--- config.mk ---
export PLATFORM = sky130hd
export DESIGN_NAME = fsc_top
export DESIGN_NICKNAME = d
export VERILOG_FILES = /design/src/verilog/fsc_pkg.sv /design/src/verilog/fsc_crc_word.sv /design/src/verilog/fsc_top.sv
export SDC_FILE = /design/constraint.sdc
export NUM_CORES = 1
export LEC_CHECK = 0
export BUFFER_PORTS_ARGS = -buffer_cell sky130_fd_sc_hd__buf_2
export CAP_MARGIN = 20
export CELL_PAD_IN_SITES_DETAIL_PLACEMENT = 1
export CELL_PAD_IN_SITES_GLOBAL_PLACEMENT = 1
export CORE_UTILIZATION = 35
export CTS_BUF_LIST = sky130_fd_sc_hd__clkbuf_8
export CTS_CLUSTER_SIZE = 28
export DETAILED_ROUTE_END_ITERATION = 16
export GPL_TIMING_DRIVEN = 0
export PLACE_DENSITY_LB_ADDON = 0.15
export SETUP_SLACK_MARGIN = 0.2
export SLEW_MARGIN = 0
export SYNTH_ARGS = -nofsm -noshare
export SYNTH_HDL_FRONTEND = slang
export SYNTH_SLANG_ARGS = --single-unit
--- constraint.sdc ---
create_clock -name clk_sys_i -period 8.2 [get_ports clk_sys_i]
set_clock_uncertainty 0.15 [all_clocks]
set_input_delay 1.23 -clock clk_sys_i [delete_from_list [all_inputs] [get_ports clk_sys_i]]
set_output_delay 1.23 -clock clk_sys_i [all_outputs]
set_load 0.05 [all_outputs]
--- src/verilog/fsc_pkg.sv ---
// Package for the flash page signature checker: register map, field layout,
// reset values, command codes and shared types.
// Assumes a 32-bit AXI4-Lite register bus and a 32-bit flash read port.
package fsc_pkg;

  localparam int FSC_AXI_AW = 8;
  localparam int FSC_DW     = 32;
  localparam int FSC_CRC_W  = 24;
  localparam int FSC_PAGE_SHIFT = 9;
  localparam int FSC_PAGE_W = FSC_DW - FSC_PAGE_SHIFT;

  // Register byte offsets
  localparam logic [FSC_AXI_AW-1:0] FSC_OFS_START_LO = 8'h00;
  localparam logic [FSC_AXI_AW-1:0] FSC_OFS_START_HI = 8'h04;
  localparam logic [FSC_AXI_AW-1:0] FSC_OFS_END_LO   = 8'h08;
  localparam logic [FSC_AXI_AW-1:0] FSC_OFS_END_HI   = 8'h0c;
  localparam logic [FSC_AXI_AW-1:0] FSC_OFS_CMD      = 8'h10;
  localparam logic [FSC_AXI_AW-1:0] FSC_OFS_STATUS   = 8'h14;
  localparam logic [FSC_AXI_AW-1:0] FSC_OFS_SIG      = 8'h18;
  localparam logic [FSC_AXI_AW-1:0] FSC_OFS_IRQ_STAT = 8'h1c;
  localparam logic [FSC_AXI_AW-1:0] FSC_OFS_IRQ_MASK = 8'h20;

  // Command and status encodings
  localparam logic [7:0] FSC_CMD_SIGN   = 8'h0a;
  localparam logic [1:0] FSC_RES_NONE   = 2'h0;
  localparam logic [1:0] FSC_RES_PASS   = 2'h1;
  localparam logic [1:0] FSC_RES_FAIL   = 2'h2;
  localparam int FSC_ST_BUSY_BIT  = 2;
  localparam int FSC_ST_RES_LSB   = 4;
  localparam int FSC_ST_KFAIL_BIT = 6;

  // Interrupt status bits
  localparam int FSC_IRQ_DONE = 0;
  localparam int FSC_IRQ_FAIL = 1;
  localparam int FSC_IRQ_W    = 2;

  // CRC: x^24 + x^23 + x^6 + x^5 + x + 1
  localparam logic [FSC_CRC_W-1:0] FSC_CRC_POLY = 24'h800063;
  localparam logic [FSC_CRC_W-1:0] FSC_CRC_INIT = 24'hffffff;
  localparam logic [FSC_DW-1:0]    FSC_REF_OFS  = 32'h000001fc;
  localparam logic [FSC_DW-1:0]    FSC_WORD_STEP = 32'h00000004;

  localparam logic [1:0] FSC_RESP_OKAY   = 2'h0;
  localparam logic [1:0] FSC_RESP_SLVERR = 2'h2;

  typedef enum logic [1:0] {
    FSC_ST_BOOT,
    FSC_ST_IDLE,
    FSC_ST_READ
  } fsc_state_e;

  typedef struct packed {
    logic              req;
    logic [FSC_DW-1:0] addr;
  } fsc_flash_req_s;

endpackage

--- src/verilog/fsc_crc_word.sv ---
// One-word step of the signature shift register, purely combinational.
// Feeds data bits most significant first into a Galois-form register.
`timescale 1ns/1ps
module fsc_crc_word
  import fsc_pkg::*;
#(
  parameter int DATA_W = FSC_DW
) (
  input  wire logic [FSC_CRC_W-1:0] crc_i,
  input  wire logic [DATA_W-1:0]    data_i,
  output logic      [FSC_CRC_W-1:0] crc_o
);

  always_comb begin
    logic [FSC_CRC_W-1:0] c;
    logic                 fb;
    c  = crc_i;
    fb = 1'b0;
    for (int i = DATA_W - 1; i >= 0; i--) begin
      fb = c[FSC_CRC_W-1] ^ data_i[i];
      c  = {c[FSC_CRC_W-2:0], 1'b0} ^ (fb ? FSC_CRC_POLY : '0);
    end
    crc_o = c;
  end

endmodule

--- src/verilog/fsc_top.sv ---
// Flash page signature checker: AXI4-Lite register slave, CRC engine that
// walks a page range of flash, boot-time kernel check and interrupt logic.
// Assumes a flash read port that answers each held request with an ack.
//
// The AXI4-Lite register port and the placing of the registers were chosen for this implementation.
`timescale 1ns/1ps
// Function
// - 24-bit CRC, polynomial x24+x23+x6+x5+x+1
// - Signature built by 24-bit LFSR over flash
// - Range is whole pages, start through end
// - Top word of last page is reference
// - Command ten starts signature after addresses loaded
// - Finished result readable in signature register
// - Mismatch sets status bits 5:4 to 10
// - Other flash accesses stall while computing
// - Low nine address bits are ignored
// - Kernel checked after reset; failure blocks user
// - Kernel fail visible on debug only when enabled
module fsc_top
  import fsc_pkg::*;
#(
  parameter logic [FSC_PAGE_W-1:0] KERNEL_FIRST_PAGE = 23'h000000,
  parameter logic [FSC_PAGE_W-1:0] KERNEL_LAST_PAGE  = 23'h000003
) (
  input  wire logic                  clk_sys_i,
  input  wire logic                  reset_n_i,
  input  wire logic [FSC_AXI_AW-1:0] s_axi_awaddr_i,
  input  wire logic                  s_axi_awvalid_i,
  output logic                       s_axi_awready_o,
  input  wire logic [FSC_DW-1:0]     s_axi_wdata_i,
  input  wire logic [3:0]            s_axi_wstrb_i,
  input  wire logic                  s_axi_wvalid_i,
  output logic                       s_axi_wready_o,
  output logic [1:0]                 s_axi_bresp_o,
  output logic                       s_axi_bvalid_o,
  input  wire logic                  s_axi_bready_i,
  input  wire logic [FSC_AXI_AW-1:0] s_axi_araddr_i,
  input  wire logic                  s_axi_arvalid_i,
  output logic                       s_axi_arready_o,
  output logic [FSC_DW-1:0]          s_axi_rdata_o,
  output logic [1:0]                 s_axi_rresp_o,
  output logic                       s_axi_rvalid_o,
  input  wire logic                  s_axi_rready_i,
  output fsc_flash_req_s             flash_rd_o,
  input  wire logic                  flash_ack_i,
  input  wire logic [FSC_DW-1:0]     flash_rdata_i,
  output logic                       flash_stall_o,
  output logic                       user_run_en_o,
  input  wire logic                  swd_enable_i,
  output logic                       swd_kernel_fail_o,
  output logic                       irq_o
);

  // Register state
  logic [15:0]            start_lo;
  logic [15:0]            start_hi;
  logic [15:0]            end_lo;
  logic [15:0]            end_hi;
  logic [1:0]             result;
  logic                   kernel_fail;
  logic                   user_run;
  logic [FSC_CRC_W-1:0]   sig_result;
  logic [FSC_IRQ_W-1:0]   irq_stat;
  logic [FSC_IRQ_W-1:0]   irq_mask;

  // Engine state
  fsc_state_e             state;
  fsc_state_e             next_state;
  logic [FSC_DW-1:0]      addr;
  logic [FSC_DW-1:0]      ref_addr;
  logic [FSC_CRC_W-1:0]   crc;
  logic [FSC_CRC_W-1:0]   next_crc;
  logic                   kernel_run;

  // Bus state
  logic                   aw_hold;
  logic [FSC_AXI_AW-1:0]  aw_addr;
  logic                   w_hold;
  logic [FSC_DW-1:0]      w_data;
  logic [3:0]             w_strb;
  logic                   bvalid;
  logic [1:0]             bresp;
  logic                   rvalid;
  logic [1:0]             rresp;
  logic [FSC_DW-1:0]      rdata;

  // AXI decode
  wire                    aw_hs  = s_axi_awvalid_i && !aw_hold;
  wire                    w_hs   = s_axi_wvalid_i && !w_hold;
  wire                    ar_hs  = s_axi_arvalid_i && !rvalid;
  wire                    wr_go  = aw_hold && w_hold && !bvalid;
  wire [FSC_DW-1:0]       wmask  = {{8{w_strb[3]}}, {8{w_strb[2]}}, {8{w_strb[1]}}, {8{w_strb[0]}}};
  wire                    wr_slo = wr_go && aw_addr == FSC_OFS_START_LO;
  wire                    wr_shi = wr_go && aw_addr == FSC_OFS_START_HI;
  wire                    wr_elo = wr_go && aw_addr == FSC_OFS_END_LO;
  wire                    wr_ehi = wr_go && aw_addr == FSC_OFS_END_HI;
  wire                    wr_cmd = wr_go && aw_addr == FSC_OFS_CMD;
  wire                    wr_ist = wr_go && aw_addr == FSC_OFS_IRQ_STAT;
  wire                    wr_imk = wr_go && aw_addr == FSC_OFS_IRQ_MASK;
  wire                    wr_ro  = aw_addr == FSC_OFS_STATUS || aw_addr == FSC_OFS_SIG;
  wire                    wr_hit = wr_slo || wr_shi || wr_elo || wr_ehi || wr_cmd || wr_ist || wr_imk || wr_ro;

  // Engine decode
  wire                    busy      = state != FSC_ST_IDLE;
  wire [FSC_DW-1:0]       start_b   = {start_hi, start_lo};
  wire [FSC_DW-1:0]       end_b     = {end_hi, end_lo};
  wire [FSC_PAGE_W-1:0]   start_pg  = start_b[FSC_DW-1:FSC_PAGE_SHIFT];
  wire [FSC_PAGE_W-1:0]   end_pg    = end_b[FSC_DW-1:FSC_PAGE_SHIFT];
  wire                    cmd_go    = wr_cmd && w_strb[0] && w_data[7:0] == FSC_CMD_SIGN && !busy;
  // A reversed range fails at once rather than walking past the array end
  wire                    bad_range = cmd_go && start_pg > end_pg;
  wire                    run_start = cmd_go && !bad_range;
  wire                    at_ref    = addr == ref_addr;
  wire                    finish    = state == FSC_ST_READ && flash_ack_i && at_ref;
  // The engine builds 24 bits, so the top byte of a valid reference is zero
  wire                    match     = flash_rdata_i == {8'h00, crc};
  wire                    kern_done = finish && kernel_run;
  wire                    sign_done = finish && !kernel_run;
  wire                    ev_done   = sign_done || bad_range;
  wire                    ev_fail   = (sign_done && !match) || bad_range;
  wire [FSC_IRQ_W-1:0]    irq_set   = {ev_fail, ev_done};
  wire [FSC_IRQ_W-1:0]    irq_clr   = wr_ist && w_strb[0] ? w_data[FSC_IRQ_W-1:0] : '0;
  wire [FSC_DW-1:0]       status_w  = {25'h0000000, kernel_fail, result, 1'b0, busy, 2'h0};

  // Read decode
  wire                    rd_slo = s_axi_araddr_i == FSC_OFS_START_LO;
  wire                    rd_shi = s_axi_araddr_i == FSC_OFS_START_HI;
  wire                    rd_elo = s_axi_araddr_i == FSC_OFS_END_LO;
  wire                    rd_ehi = s_axi_araddr_i == FSC_OFS_END_HI;
  wire                    rd_cmd = s_axi_araddr_i == FSC_OFS_CMD;
  wire                    rd_sta = s_axi_araddr_i == FSC_OFS_STATUS;
  wire                    rd_sig = s_axi_araddr_i == FSC_OFS_SIG;
  wire                    rd_ist = s_axi_araddr_i == FSC_OFS_IRQ_STAT;
  wire                    rd_imk = s_axi_araddr_i == FSC_OFS_IRQ_MASK;
  wire                    rd_hit = rd_slo || rd_shi || rd_elo || rd_ehi || rd_cmd || rd_sta || rd_sig
                                   || rd_ist || rd_imk;
  wire [FSC_DW-1:0]       rd_mux = rd_slo ? {16'h0000, start_lo} :
                                   rd_shi ? {16'h0000, start_hi} :
                                   rd_elo ? {16'h0000, end_lo} :
                                   rd_ehi ? {16'h0000, end_hi} :
                                   rd_sta ? status_w :
                                   rd_sig ? {8'h00, sig_result} :
                                   rd_ist ? {30'h00000000, irq_stat} :
                                   rd_imk ? {30'h00000000, irq_mask} : 32'h00000000;

  // Byte-lane merge for the 16-bit address halves
  function automatic logic [15:0] merge16(input logic [15:0] old_v, input logic [FSC_DW-1:0] d,
                                          input logic [FSC_DW-1:0] m);
    merge16 = (old_v & ~m[15:0]) | (d[15:0] & m[15:0]);
  endfunction

  // One word folds in per acknowledged read below the reference; a slow array only stretches the walk
  fsc_crc_word #(
    .DATA_W (FSC_DW)
  ) u_crc (
    .crc_i  (crc),
    .data_i (flash_rdata_i),
    .crc_o  (next_crc)
  );

  always_comb begin
    next_state = state;
    case (state)
      FSC_ST_BOOT: next_state = FSC_ST_READ;
      FSC_ST_IDLE: begin
        if (run_start) begin
          next_state = FSC_ST_READ;
        end
      end
      FSC_ST_READ: begin
        if (finish) begin
          next_state = FSC_ST_IDLE;
        end
      end
      default: next_state = FSC_ST_IDLE;
    endcase
  end

  // Outputs
  assign s_axi_awready_o   = !aw_hold;
  assign s_axi_wready_o    = !w_hold;
  assign s_axi_bvalid_o    = bvalid;
  assign s_axi_bresp_o     = bresp;
  assign s_axi_arready_o   = !rvalid;
  assign s_axi_rvalid_o    = rvalid;
  assign s_axi_rresp_o     = rresp;
  assign s_axi_rdata_o     = rdata;
  assign flash_rd_o        = '{req: state == FSC_ST_READ, addr: addr};
  // Every other flash master waits while the engine owns the array
  assign flash_stall_o     = busy;
  assign user_run_en_o     = user_run;
  assign swd_kernel_fail_o = swd_enable_i && kernel_fail;
  // Level output: high while any unmasked sticky status bit is set
  assign irq_o             = |(irq_stat & irq_mask);

  // Write address and data are held independently until both are present
  always_ff @(posedge clk_sys_i or negedge reset_n_i) begin
    if (!reset_n_i) begin
      aw_hold <= 1'b0;
      aw_addr <= '0;
      w_hold  <= 1'b0;
      w_data  <= '0;
      w_strb  <= '0;
    end else begin
      if (aw_hs) begin
        aw_hold <= 1'b1;
        aw_addr <= s_axi_awaddr_i;
      end else if (wr_go) begin
        aw_hold <= 1'b0;
      end
      if (w_hs) begin
        w_hold <= 1'b1;
        w_data <= s_axi_wdata_i;
        w_strb <= s_axi_wstrb_i;
      end else if (wr_go) begin
        w_hold <= 1'b0;
      end
    end
  end

  // Unmapped writes are dropped but still answered, so the master never hangs
  always_ff @(posedge clk_sys_i or negedge reset_n_i) begin
    if (!reset_n_i) begin
      bvalid <= 1'b0;
      bresp  <= FSC_RESP_OKAY;
    end else if (wr_go) begin
      bvalid <= 1'b1;
      bresp  <= wr_hit ? FSC_RESP_OKAY : FSC_RESP_SLVERR;
    end else if (s_axi_bready_i) begin
      bvalid <= 1'b0;
    end
  end

  // Read data is captured at the address handshake and held until taken
  always_ff @(posedge clk_sys_i or negedge reset_n_i) begin
    if (!reset_n_i) begin
      rvalid <= 1'b0;
      rresp  <= FSC_RESP_OKAY;
      rdata  <= '0;
    end else if (ar_hs) begin
      rvalid <= 1'b1;
      rresp  <= rd_hit ? FSC_RESP_OKAY : FSC_RESP_SLVERR;
      rdata  <= rd_mux;
    end else if (s_axi_rready_i) begin
      rvalid <= 1'b0;
    end
  end

  // Address halves; software is expected to load both pairs before the command
  always_ff @(posedge clk_sys_i or negedge reset_n_i) begin
    if (!reset_n_i) begin
      start_lo <= '0;
      start_hi <= '0;
      end_lo   <= '0;
      end_hi   <= '0;
    end else begin
      if (wr_slo) start_lo <= merge16(start_lo, w_data, wmask);
      if (wr_shi) start_hi <= merge16(start_hi, w_data, wmask);
      if (wr_elo) end_lo <= merge16(end_lo, w_data, wmask);
      if (wr_ehi) end_hi <= merge16(end_hi, w_data, wmask);
    end
  end

  // Set wins over a simultaneous write-one-to-clear
  always_ff @(posedge clk_sys_i or negedge reset_n_i) begin
    if (!reset_n_i) begin
      irq_stat <= '0;
      irq_mask <= '0;
    end else begin
      irq_stat <= (irq_stat & ~irq_clr) | irq_set;
      if (wr_imk && w_strb[0]) irq_mask <= w_data[FSC_IRQ_W-1:0];
    end
  end

  // Reset lands in the kernel check, so no command can start before it ends
  always_ff @(posedge clk_sys_i or negedge reset_n_i) begin
    if (!reset_n_i) begin
      state <= FSC_ST_BOOT;
    end else begin
      state <= next_state;
    end
  end

  // Marks the walk started from reset as the kernel check
  always_ff @(posedge clk_sys_i or negedge reset_n_i) begin
    if (!reset_n_i) begin
      kernel_run <= 1'b0;
    end else if (state == FSC_ST_BOOT) begin
      kernel_run <= 1'b1;
    end else if (run_start) begin
      kernel_run <= 1'b0;
    end
  end

  // Walk address, reference word address and running CRC
  always_ff @(posedge clk_sys_i or negedge reset_n_i) begin
    if (!reset_n_i) begin
      addr       <= '0;
      ref_addr   <= '0;
      crc        <= FSC_CRC_INIT;
    end else if (state == FSC_ST_BOOT) begin
      addr       <= {KERNEL_FIRST_PAGE, 9'h000};
      ref_addr   <= {KERNEL_LAST_PAGE, 9'h000} | FSC_REF_OFS;
      crc        <= FSC_CRC_INIT;
    end else if (run_start) begin
      addr       <= {start_pg, 9'h000};
      ref_addr   <= {end_pg, 9'h000} | FSC_REF_OFS;
      crc        <= FSC_CRC_INIT;
    end else if (state == FSC_ST_READ && flash_ack_i && !at_ref) begin
      // Reference word is never folded into the signature
      addr       <= addr + FSC_WORD_STEP;
      crc        <= next_crc;
    end
  end

  // User code stays held until the kernel check passes
  always_ff @(posedge clk_sys_i or negedge reset_n_i) begin
    if (!reset_n_i) begin
      kernel_fail <= 1'b0;
      user_run    <= 1'b0;
    end else if (kern_done) begin
      kernel_fail <= !match;
      user_run    <= match;
    end
  end

  // Posting of signature results
  always_ff @(posedge clk_sys_i or negedge reset_n_i) begin
    if (!reset_n_i) begin
      result      <= FSC_RES_NONE;
      sig_result  <= '0;
    end else if (bad_range) begin
      result      <= FSC_RES_FAIL;
    end else if (run_start) begin
      result      <= FSC_RES_NONE;
    end else if (sign_done) begin
      sig_result  <= crc;
      result      <= match ? FSC_RES_PASS : FSC_RES_FAIL;
    end
  end

endmodule

[Yosys cells after proc, flatten, opt, wreduce, memory -nomap -nowiden]
Cells that the tools add are included.
Operators by class
  $lt $le $gt $ge: 1
  shift operators: 0
  eq/ne operators: 24
  muxes and demuxes: 67
  reduce and logical (&&, ||, !) cells: 66
  divide/modulo/power cells: 0
  bitwise operators: 80
  add/subtract/negate cells: 1
  multipliers: 0
Operator list (number)
  $mux 24: 41
  $xor 24x24->24: 32
  $mux 32: 5
  $and 16x16->16: 5
  $eq 8x5->1 const B: 8
  $or 16x16->16: 4
  $eq 8x4->1 const B: 5
  $add 32x3->32 const B: 1
  $eq 32x24->1: 1
  $eq 32x32->1: 1
  $xor 1x1->1: 32
  $logic_and 1x1->1: 26
  $gt 23x23->1: 1
  $mux 2: 11
  $logic_or 1x1->1: 18
  $eq 8x3->1 const B: 2
  $eq 8x6->1 const B: 2
  $logic_not 8->1: 2
  $not 16->16: 1
  $reduce_bool 2->1: 5
  $logic_not 1->1: 9
  $mux 1: 9
  $pmux 2 s3: 1
  $reduce_bool 3->1: 2
  12 further kinds: 15
Storage, ports and cells
  bits of input ports: 93
  memory bits (read-only): 0
  memories kept: 0
  output and inout bits: 78
  word-level logic and storage cells: 264
  bits in writable memories: 0
  bits in latches: 0
  register bits after elaboration: 253

[Longest topological paths before layout]
Gate-level depths: netlist of run 1.
  word-level depth: 99
  gate-level depth with buffers: 12
  mapped depth without buffers: 10

[Hierarchy]
Synthesis of run 1 repeated with hierarchy kept, for this count alone.
Unflattened totals
  cells, all modules: 1152
  area, all modules: 12334.3 sq um
Modules (own cells, without submodules)
  fsc_top: times used 1, seq. area each 5860.6 sq um, area each 11542.3 sq um, cells each 1074
  fsc_crc_word: times used 1, seq. area each 0.0 sq um, area each 792.0 sq um, cells each 78

[Worst setup path after synthesis of run 1]
No wires, ideal clock.
  path kind: input to register
  start: in s_axi_araddr_i[1]
  end: reg rdata[23], in the netlist s_axi_rdata_o[23]
  path slack: 4992 ps
  stages: 6
  data arrival time: 2936 ps
  path buffers: 1
  library setup time: 122 ps
  data required time: 7928 ps
  path through: or4_1 -> or2_2 -> clkbuf_1 -> nor3_1 -> inv_1 -> a32o_1
Between the ends
  cells in the longest elaborated chain, start to end: 7
  elaborated cells on any way between the ends: 12
  those cells by class: 5 x eq/ne; 6 x mux; 1 x reduce/logical
Ends and longest elaborated chain
  start: declaration: RTL line fsc_top.sv:37  | input wire logic [FSC_AXI_AW-1:0] s_axi_araddr_i,
  $eq 8x5->1: RTL line fsc_top.sv:132  | wire rd_sig = s_axi_araddr_i == FSC_OFS_SIG;
  $mux 24: RTL line fsc_top.sv:142  | rd_sig ? {8'h00, sig_result} :
  $mux 24: RTL line fsc_top.sv:141  | rd_sta ? status_w :
  $mux 24: RTL line fsc_top.sv:140  | rd_ehi ? {16'h0000, end_hi} :
  $mux 24: RTL line fsc_top.sv:139  | rd_elo ? {16'h0000, end_lo} :
  $mux 24: RTL line fsc_top.sv:138  | rd_shi ? {16'h0000, start_hi} :
  $mux 24 (*): RTL line fsc_top.sv:137  | wire [FSC_DW-1:0] rd_mux = rd_slo ? {16'h0000, start_lo} :
  end signal: assignment: RTL line fsc_top.sv:243  | rdata <= rd_mux;
  end: declaration: RTL line fsc_top.sv:85  | logic [FSC_DW-1:0] rdata;
Mark *: on every way between the ends. The rest lies on a longest branch, timed or not.
A chain may end at the register's enable or synchronous reset.

[Worst setup path after layout of run 1]
  start: in s_axi_araddr_i[0]
  end: reg rdata[0], in the netlist s_axi_rdata_o[0]
Between the ends
  cells in the longest elaborated chain, start to end: 9
  elaborated cells on any way between the ends: 16
  those cells by class: 7 x eq/ne; 8 x mux; 1 x reduce/logical
Ends and longest elaborated chain
  $eq 8x6->1: RTL line fsc_top.sv:134  | wire rd_imk = s_axi_araddr_i == FSC_OFS_IRQ_MASK;
  $mux 2: RTL line fsc_top.sv:144  | rd_imk ? {30'h00000000, irq_mask} : 32'h00000000;
  $mux 2: RTL line fsc_top.sv:143  | rd_ist ? {30'h00000000, irq_stat} :
  $mux 24: RTL line fsc_top.sv:142
  $mux 24: RTL line fsc_top.sv:141
  $mux 24: RTL line fsc_top.sv:140
  $mux 24: RTL line fsc_top.sv:139
  $mux 24: RTL line fsc_top.sv:138
  $mux 24 (*): RTL line fsc_top.sv:137
Marked as above.

==> results of run 1 <==
synth_stat cells (all sizes together) (11+ instances only):
master / instances / area, um^2
dfstp: 24 / 631
inv: 37 / 139
nor2: 45 / 169
clkbuf: 34 / 128
xor2: 41 / 359
mux2i: 49 / 490
a21oi: 52 / 260
nand3: 16 / 80.1
mux2: 115 / 1290
nor2b: 12 / 75.1
nor3: 33 / 176
nand4: 24 / 150
dfrtp: 209 / 5230
xnor2: 108 / 998
nand2: 90 / 338
ha: 24 / 300
o21ai: 38 / 190
buf: 25 / 151
o22ai: 11 / 68.8
a2bb2oi: 18 / 158
power by group through the flow:
stage	clock network (uW)	logic (uW)	registers, uW
2_1_floorplan	0	1600	1660
3_3_place_gp	0	2120	1720
3_5_place_dp	0	2160	1730
4_1_cts	1170	2180	1710
5_1_grt	1220	2330	1740
6_report	1130	2150	1710
flip-flops by register name, summed over array words and instances (netlist names), 2 cells and up:
name and flops:
addr 30, crc 24, ref_addr 24, s_axi_rdata_o 24, sig_result 24, end_hi 16, end_lo 16, start_hi 16
start_lo 16, w_data 16, aw_addr 8, irq_mask 2, irq_stat 2, result 2, state 2, w_strb 2
routing by layer:
layer	track usage (%)	part of all wire, %
met2	36.3	46
met1	32.6	49
met4	5.43	1.6
met5	0	0
met3	3.00	3.2
path summary, 6_finish.rpt:
path / to / slack (ns) / cells past startpoint
max in group asynchronous: crc[9] / 6.21 / 3
setup / recovery: s_axi_rdata_o[0] / 4.63 / 10
min in group asynchronous: s_axi_rdata_o[22] / 0.43 / 1
hold / removal: s_axi_rdata_o[3] / 0.33 / 2
setup reg to reg: sig_result[22] / 4.72 / 7
hold reg to reg: s_axi_rdata_o[3] / 0.33 / 2
layout by cell type, fill, tap and decap left out, drive strengths merged, types with 33 or more instances in the layout:
master	instances
xnor2	108
dfrtp	209
a21oi	52
xor2	41
nand2	90
inv	57
mux2i	49
nor3	33
o21ai	38
buf	168
clkbuf	90
nor2	45
mux2	115
stage by stage:
stage                     hold WS, ns  std cells  instance area, um^2  utilization (%)
final                           0.335       1808                14600             42.1
after global routing            0.361       1808                14600             42.1
after CTS                       0.341       1808                14600             42.1
after detailed placement        0.328       1729                13700             39.6
after global placement          0.319       1726                13600             39.4
after floorplan                 0.312       1131                12300                -
worst max-delay path: cells and delay by family:
family,cells,cell delay (ns)
and+or+nand+nor,4,1.42
buffers and inverters,2,0.50
AOI/OAI and AO/OA,4,0.68
kinds of logic after synthesis:
| family | count (synthesis) | share of synthesized area, % |
|---|---|---|
| other cells | 1 | 0.0305 |
| simple gates | 267 | 10.6 |
| compound gates | 184 | 9.88 |
| flops | 233 | 47.7 |
| fa+ha+maj | 24 | 2.44 |
| xor+xnor | 151 | 11.4 |
| mux | 164 | 14.5 |
| buf+inv | 96 | 3.40 |
layout make-up:
cell class,count,area (um^2)
fillers,3905,20000
plain buffers,59,279
multi-input cells,802,6050
clock buffers,56,771
well taps,455,569
flip-flops and latches,233,5860
inverters,37,139
repair buffers,143,773
clock inverters,23,108
==> impl_results.md, run 1 <==
* Area delta synth->final at 18.4%
* Die Y-Extent at around 190 um
* Worst Setup Path Type: input pin to flop
* Setup TNS at 0 ns
* Sequential area share after synthesis at 47.7%
* Max-cap violation count at 0
* Max VDD drop at about 300 uV
* Final WS setup at 4.63 ns
* Drt first pass iters at 4
* Largest net degree at the start of global routing at 94
* Worst Setup SP: s_axi_araddr_i[0]
* H-tree depth at 2
* Detailed placement HPWL at just over 30 mm
* Pre-CTS setup slack at 4.04 ns
* Switching power share of the total at 40.3%
* Fin nets at ~1,400
* CTS Hold Bufs at 0
* Synth Register Bits at about 230
* Initial antenna violation count at 0
* Cell Rows at ~70
* Number of routed nets with antenna violations at 0
* Max FO, Critical Path at 8
* Hold Vio Cnt, Final at 0
* # port buffers at between 100 and 150
* Reg2Reg Launch Point: addr[8]
* Cell variety after synth at 65
* Num CTS Buffers at 43
* CP Capture Type: flop
* RSZ-0062 raised after global routing: false
* Post-synth EDFFs at 0
* Worst path required time at roughly 8.5 ns
* Most frequent cell on the critical path: o21ai_0
* Hold Startpoint: s_axi_rdata_o[3]
* Syn avg cell area at about 11 um^2
* Core ar. at approximately 0.035 mm^2
* Status: complete, no violations
* Total power per unit cell area at 343 mW/mm^2
* Root Driver: clkbuf_8
* # IOs at about 170
* Ant. Diodes at 0
* Slew Limit Fails at 0
* Startpoint types: input pin
* Die ar. at between 0.03 and 0.04 mm^2
* Initial Util at between 30% and 40%
* LEAKAGE at a little under 0.007 uW
* Peak Freq at between 200 and 300 MHz
* Bufs on Longest Clock Path at 3
* Total power at approximately 5000 uW
* Grt total ovfl at 0
* Clk sinks at roughly 230
* Power Internal at just under 3000 uW
* Cells along the critical path: buf_2 > or4_1 > nor2_1 > and2_1 > clkbuf_1 > nand2_1 > o21ai_0 > o21ai_0 > a21oi_1 > o21ai_0
* Slowest cell on crit path: or4_1
* Crit path DAT at approximately 3.8 ns
* Gpl congestion at between 0.8 and 0.9
* Tot GR Track Use at a little under a quarter
* Cells after Synth at about 1,100
* Ys Warns at 0
* Tcrit/Tclk final at between 40% and 50%
* Final setup vio count at 0
* Via/cell ratio at 5.13
* Slew @ Worst Pin at roughly 1.1 ns
* CTS tree: yes
* Seq pwr share at around 34%
* First DRT Iteration DRCs at 485
* Clk Latency, worst-skew pair at about 0.59 ns
* Ys flop type: dfrtp_1
* Post-Route WL at roughly 39 mm
* Comb pwr share at a little over two fifths
* HP Class: flop to flop
* Slew HR at around 24%
* Post-Syn Area at about 0.012 mm^2
* Final min period at ~3.6 ns
* Post-CTS Setup Inserts at 0
* Vias in the first global route at 9,982
* Vias at 9,284
* Ys async rst share at 100%
* DR DRC count at 0
* CP max stage delay at roughly 0.62 ns
* Worst-path clk slew at about 0.060 ns
* Layout cells sized above 1 at 28.3%
* Wire per inst at 21.8 um
* Post-cts sizing count at 0
* First-pass GRT wire length at a little over 60 mm
* Clock share of power at between 20% and 30%
* Die outline width at about 190 um
* NetSw at between 2000 and 2500 uW
Note: power is estimated with default switching activity, not from simulation.
==> inputs of run 2 (changes only) <==
==> constraint.sdc (replaced) <==
create_clock -name clk_sys_i -period 3.57 [get_ports clk_sys_i]
set_clock_uncertainty 0.15 [all_clocks]
set_input_delay 0.5355 -clock clk_sys_i [delete_from_list [all_inputs] [get_ports clk_sys_i]]
set_output_delay 0.5355 -clock clk_sys_i [all_outputs]
set_load 0.05 [all_outputs]
==> impl_results.md, run 2 (same netlist as run 1, synthesis figures left out) <==
* DP Area at 0.0137 mm^2 (unchanged)
* Num CTS Buffers at 43 (unchanged)
* Worst-path clk slew at 0.06 ns (about the same)
* Core Util, Final at 43.3% (+1.1 points)
* Gpl congestion at 0.851 (unchanged)
* Clock share of power at 22.3% (-0.3 points)
* Initial antenna violation count at 0 (unchanged)
* Area delta synth->final at 21.6%
* # port buffers at 140 (unchanged)
* R2R depth at 8 (+1)
* LEAKAGE at 0.00693 uW (+2.5%)
* Total power per unit cell area at 779 mW/mm^2 (+130%)
* Commonest non-fill, non-tap cells in the layout: dfrtp_1, buf_2, mux2_2, xnor2_1, nand2_1
* Pre-CTS setup slack at 0.0696 ns (-3.97 ns)
* CTS tree: yes
* # IOs at 171 (unchanged)
* Initial Util at 35.6% (unchanged)
* Reg2Reg Launch Point: addr[4]
* Final min period at 3.31 ns
* Number of routed nets with antenna violations at 0 (unchanged)
* Post-Route WL at 39.8 mm (+0.89%)
* Largest net degree at the start of global routing at 94 (unchanged)
* Core ar. at 0.0345 mm^2 (unchanged)
* CP Capture Type: flop
* Worst path required time at 3.93 ns (-4.54 ns)
* Total power at 11,600 uW (+130%)
* Reg with most FFs: addr
* Tot GR Track Use at 23.0% (+0.20 points)
* Comb pwr share at 44.0% (+0.9 points)
* Grt total ovfl at 0 (unchanged)
* Power Internal at 6930 uW (+130%)
* Slew Limit Fails at 0 (unchanged)
* Slew @ Worst Pin at 1.03 ns (-0.0980 ns)
* Bufs on Longest Clock Path at 3 (unchanged)
* First-pass GRT wire length at 62.1 mm (+0.90%)
* Max-cap violation count at 0 (unchanged)
* Clk sinks at 233 (unchanged)
* R2R setup slack at 0.26 ns (-4.46 ns)
* Largest register FFs at 30 (unchanged)
* Crit path capture: addr[13]
* Die Y-Extent at 189 um (unchanged)
* Tcrit/Tclk final at between 90% and 100%
* Vias in the first global route at 10,100 (+1.2%)
* Drt first pass iters at 4 (unchanged)
* Worst Setup SP: addr[4]
* # fillers at 3,875 (-0.77%)
* Ant. Diodes at 0 (unchanged)
* Cell Rows at 68 (unchanged)
* Wire per inst at 21.6 um (-1.0%)
* Register area at 0.00586 mm^2 (unchanged)
* Switching power share of the total at 40.5% (+0.14 points)
* Crit path DAT at 3.67 ns (-0.17 ns)
* RSZ-0062 raised after global routing: true
* Peak Freq at just over 300 MHz
* Die outline width at 189 um (unchanged)
* Design area at 0.0149 mm^2 (+2.7%)
* H-tree depth at 2 (unchanged)
* First DRT Iteration DRCs at 474 (-2.3%)
* Hold Vio Cnt, Final at 0 (unchanged)
* Final WS setup at 0.261 ns (-4.37 ns)
* Detailed placement HPWL at 30.6 mm (unchanged)
* Fin nets at 1,471 (+2.4%)
* Multi-input combinational cell area at 0.00610 mm^2 (+0.74%)
* Startpoint types: flop
* Seq pwr share at 33.7% (-0.5 points)
* Commonest non-fill, non-tap cell in the layout: dfrtp_1
* Status: complete, no violations
* Via/cell ratio at 5.10 (-0.73%)
* Clk Latency, worst-skew pair at 0.59 ns (about the same)
* Placed Cells at 1,729 (unchanged)
* Die ar. at 0.0359 mm^2 (unchanged)
* Vias at 9,395 (+1.2%)
* Post-Layout Cell Count at 1,843 (+1.9%)
* Slew HR at 30.8% (+6.4 points)
* Layout cells sized above 1 at 28.7% (+0.37 points)
* Max FO, Critical Path at 10 (+2)
* Max VDD drop at 703 uV (+130%)
* HP Class: input pin to flop
* Worst Setup Path Type: flop to flop
* Capturing point of the worst reg2reg path: addr[13]
* NetSw at 4710 uW (+130%)
* DR DRC count at 0 (unchanged)
* Final setup vio count at 0 (unchanged)
* Root Driver: clkbuf_8
-- run 2: routing by layer --
metal,GRT usage [%],wire length [um],vias to the layer above
met1,32.6,19000,4740
met5,0,0,-
li1,-,-,4413
met4,5.43,706,0
met3,2.97,1490,50
met2,37.0,18600,192
-- run 2: stage by stage --
| stage | hold WS, ns | setup TNS (ns) |
|---|---|---|
| 6_report | 0.0471 | 0 |
| 5_1_grt | 0.0236 | 0 |
| 4_1_cts | 0.00115 | 0 |
| 3_5_place_dp | 0.328 | 0 |
| 3_3_place_gp | 0.319 | -562.67 |
| 2_1_floorplan | 0.0899 | 0 |
-- run 2: worst min path at each step --
stage | end | slack (ns) | startpoint | depth (start not counted)
floorplan | addr[10] | 0.09 | reset_n_i | 0
global placement | s_axi_rdata_o[8] | 0.32 | s_axi_rdata_o[8] | 2
detailed placement | s_axi_rdata_o[1] | 0.33 | s_axi_rdata_o[1] | 2
CTS | aw_addr[2] | 0.001 | s_axi_awaddr_i[2] | 2
global route | aw_addr[2] | 0.02 | s_axi_awaddr_i[2] | 2
finish | aw_addr[2] | 0.05 | s_axi_awaddr_i[2] | 2
-- run 2: final cells by class --
class	instances	share of cell area (%)
Clock buffer	56	5.16
Multi-Input combinational cell	802	40.8
Sequential cell	233	39.2
Inverter	37	0.929
Timing Repair Buffer	178	7.42
Clock inverter	23	0.720
Tap cell	455	3.81
Buffer	59	1.95
-- run 2: power by group through the flow --
stage	sequential, uW	combinational [uW]	clock [uW]
floorplan	3800	3680	0
global placement	3960	4860	0
finish	3930	5120	2600
detailed placement	3970	4970	0
global route	4010	5500	2800
CTS	3930	5050	2680
-- run 2: critical path, stage by stage, from the launching register on --
cell and delay [ns]:
dfrtp_1 0.46, and4_1 0.27, nand4_1 0.11, a211oi_1 0.10, a21oi_1 0.77, clkbuf_1 0.57, buf_1 0.53, o211ai_1 0.17
nand3_1 0.11
-- run 2: timing repair --
item	4_1_cts	5_1_grt
setup endpoints to repair	45	76
gates resized for setup	3	16
endpoints found under the hold margin	85	0
setup buffers	0	6
hold buffers	29	0
pin swaps	0	2
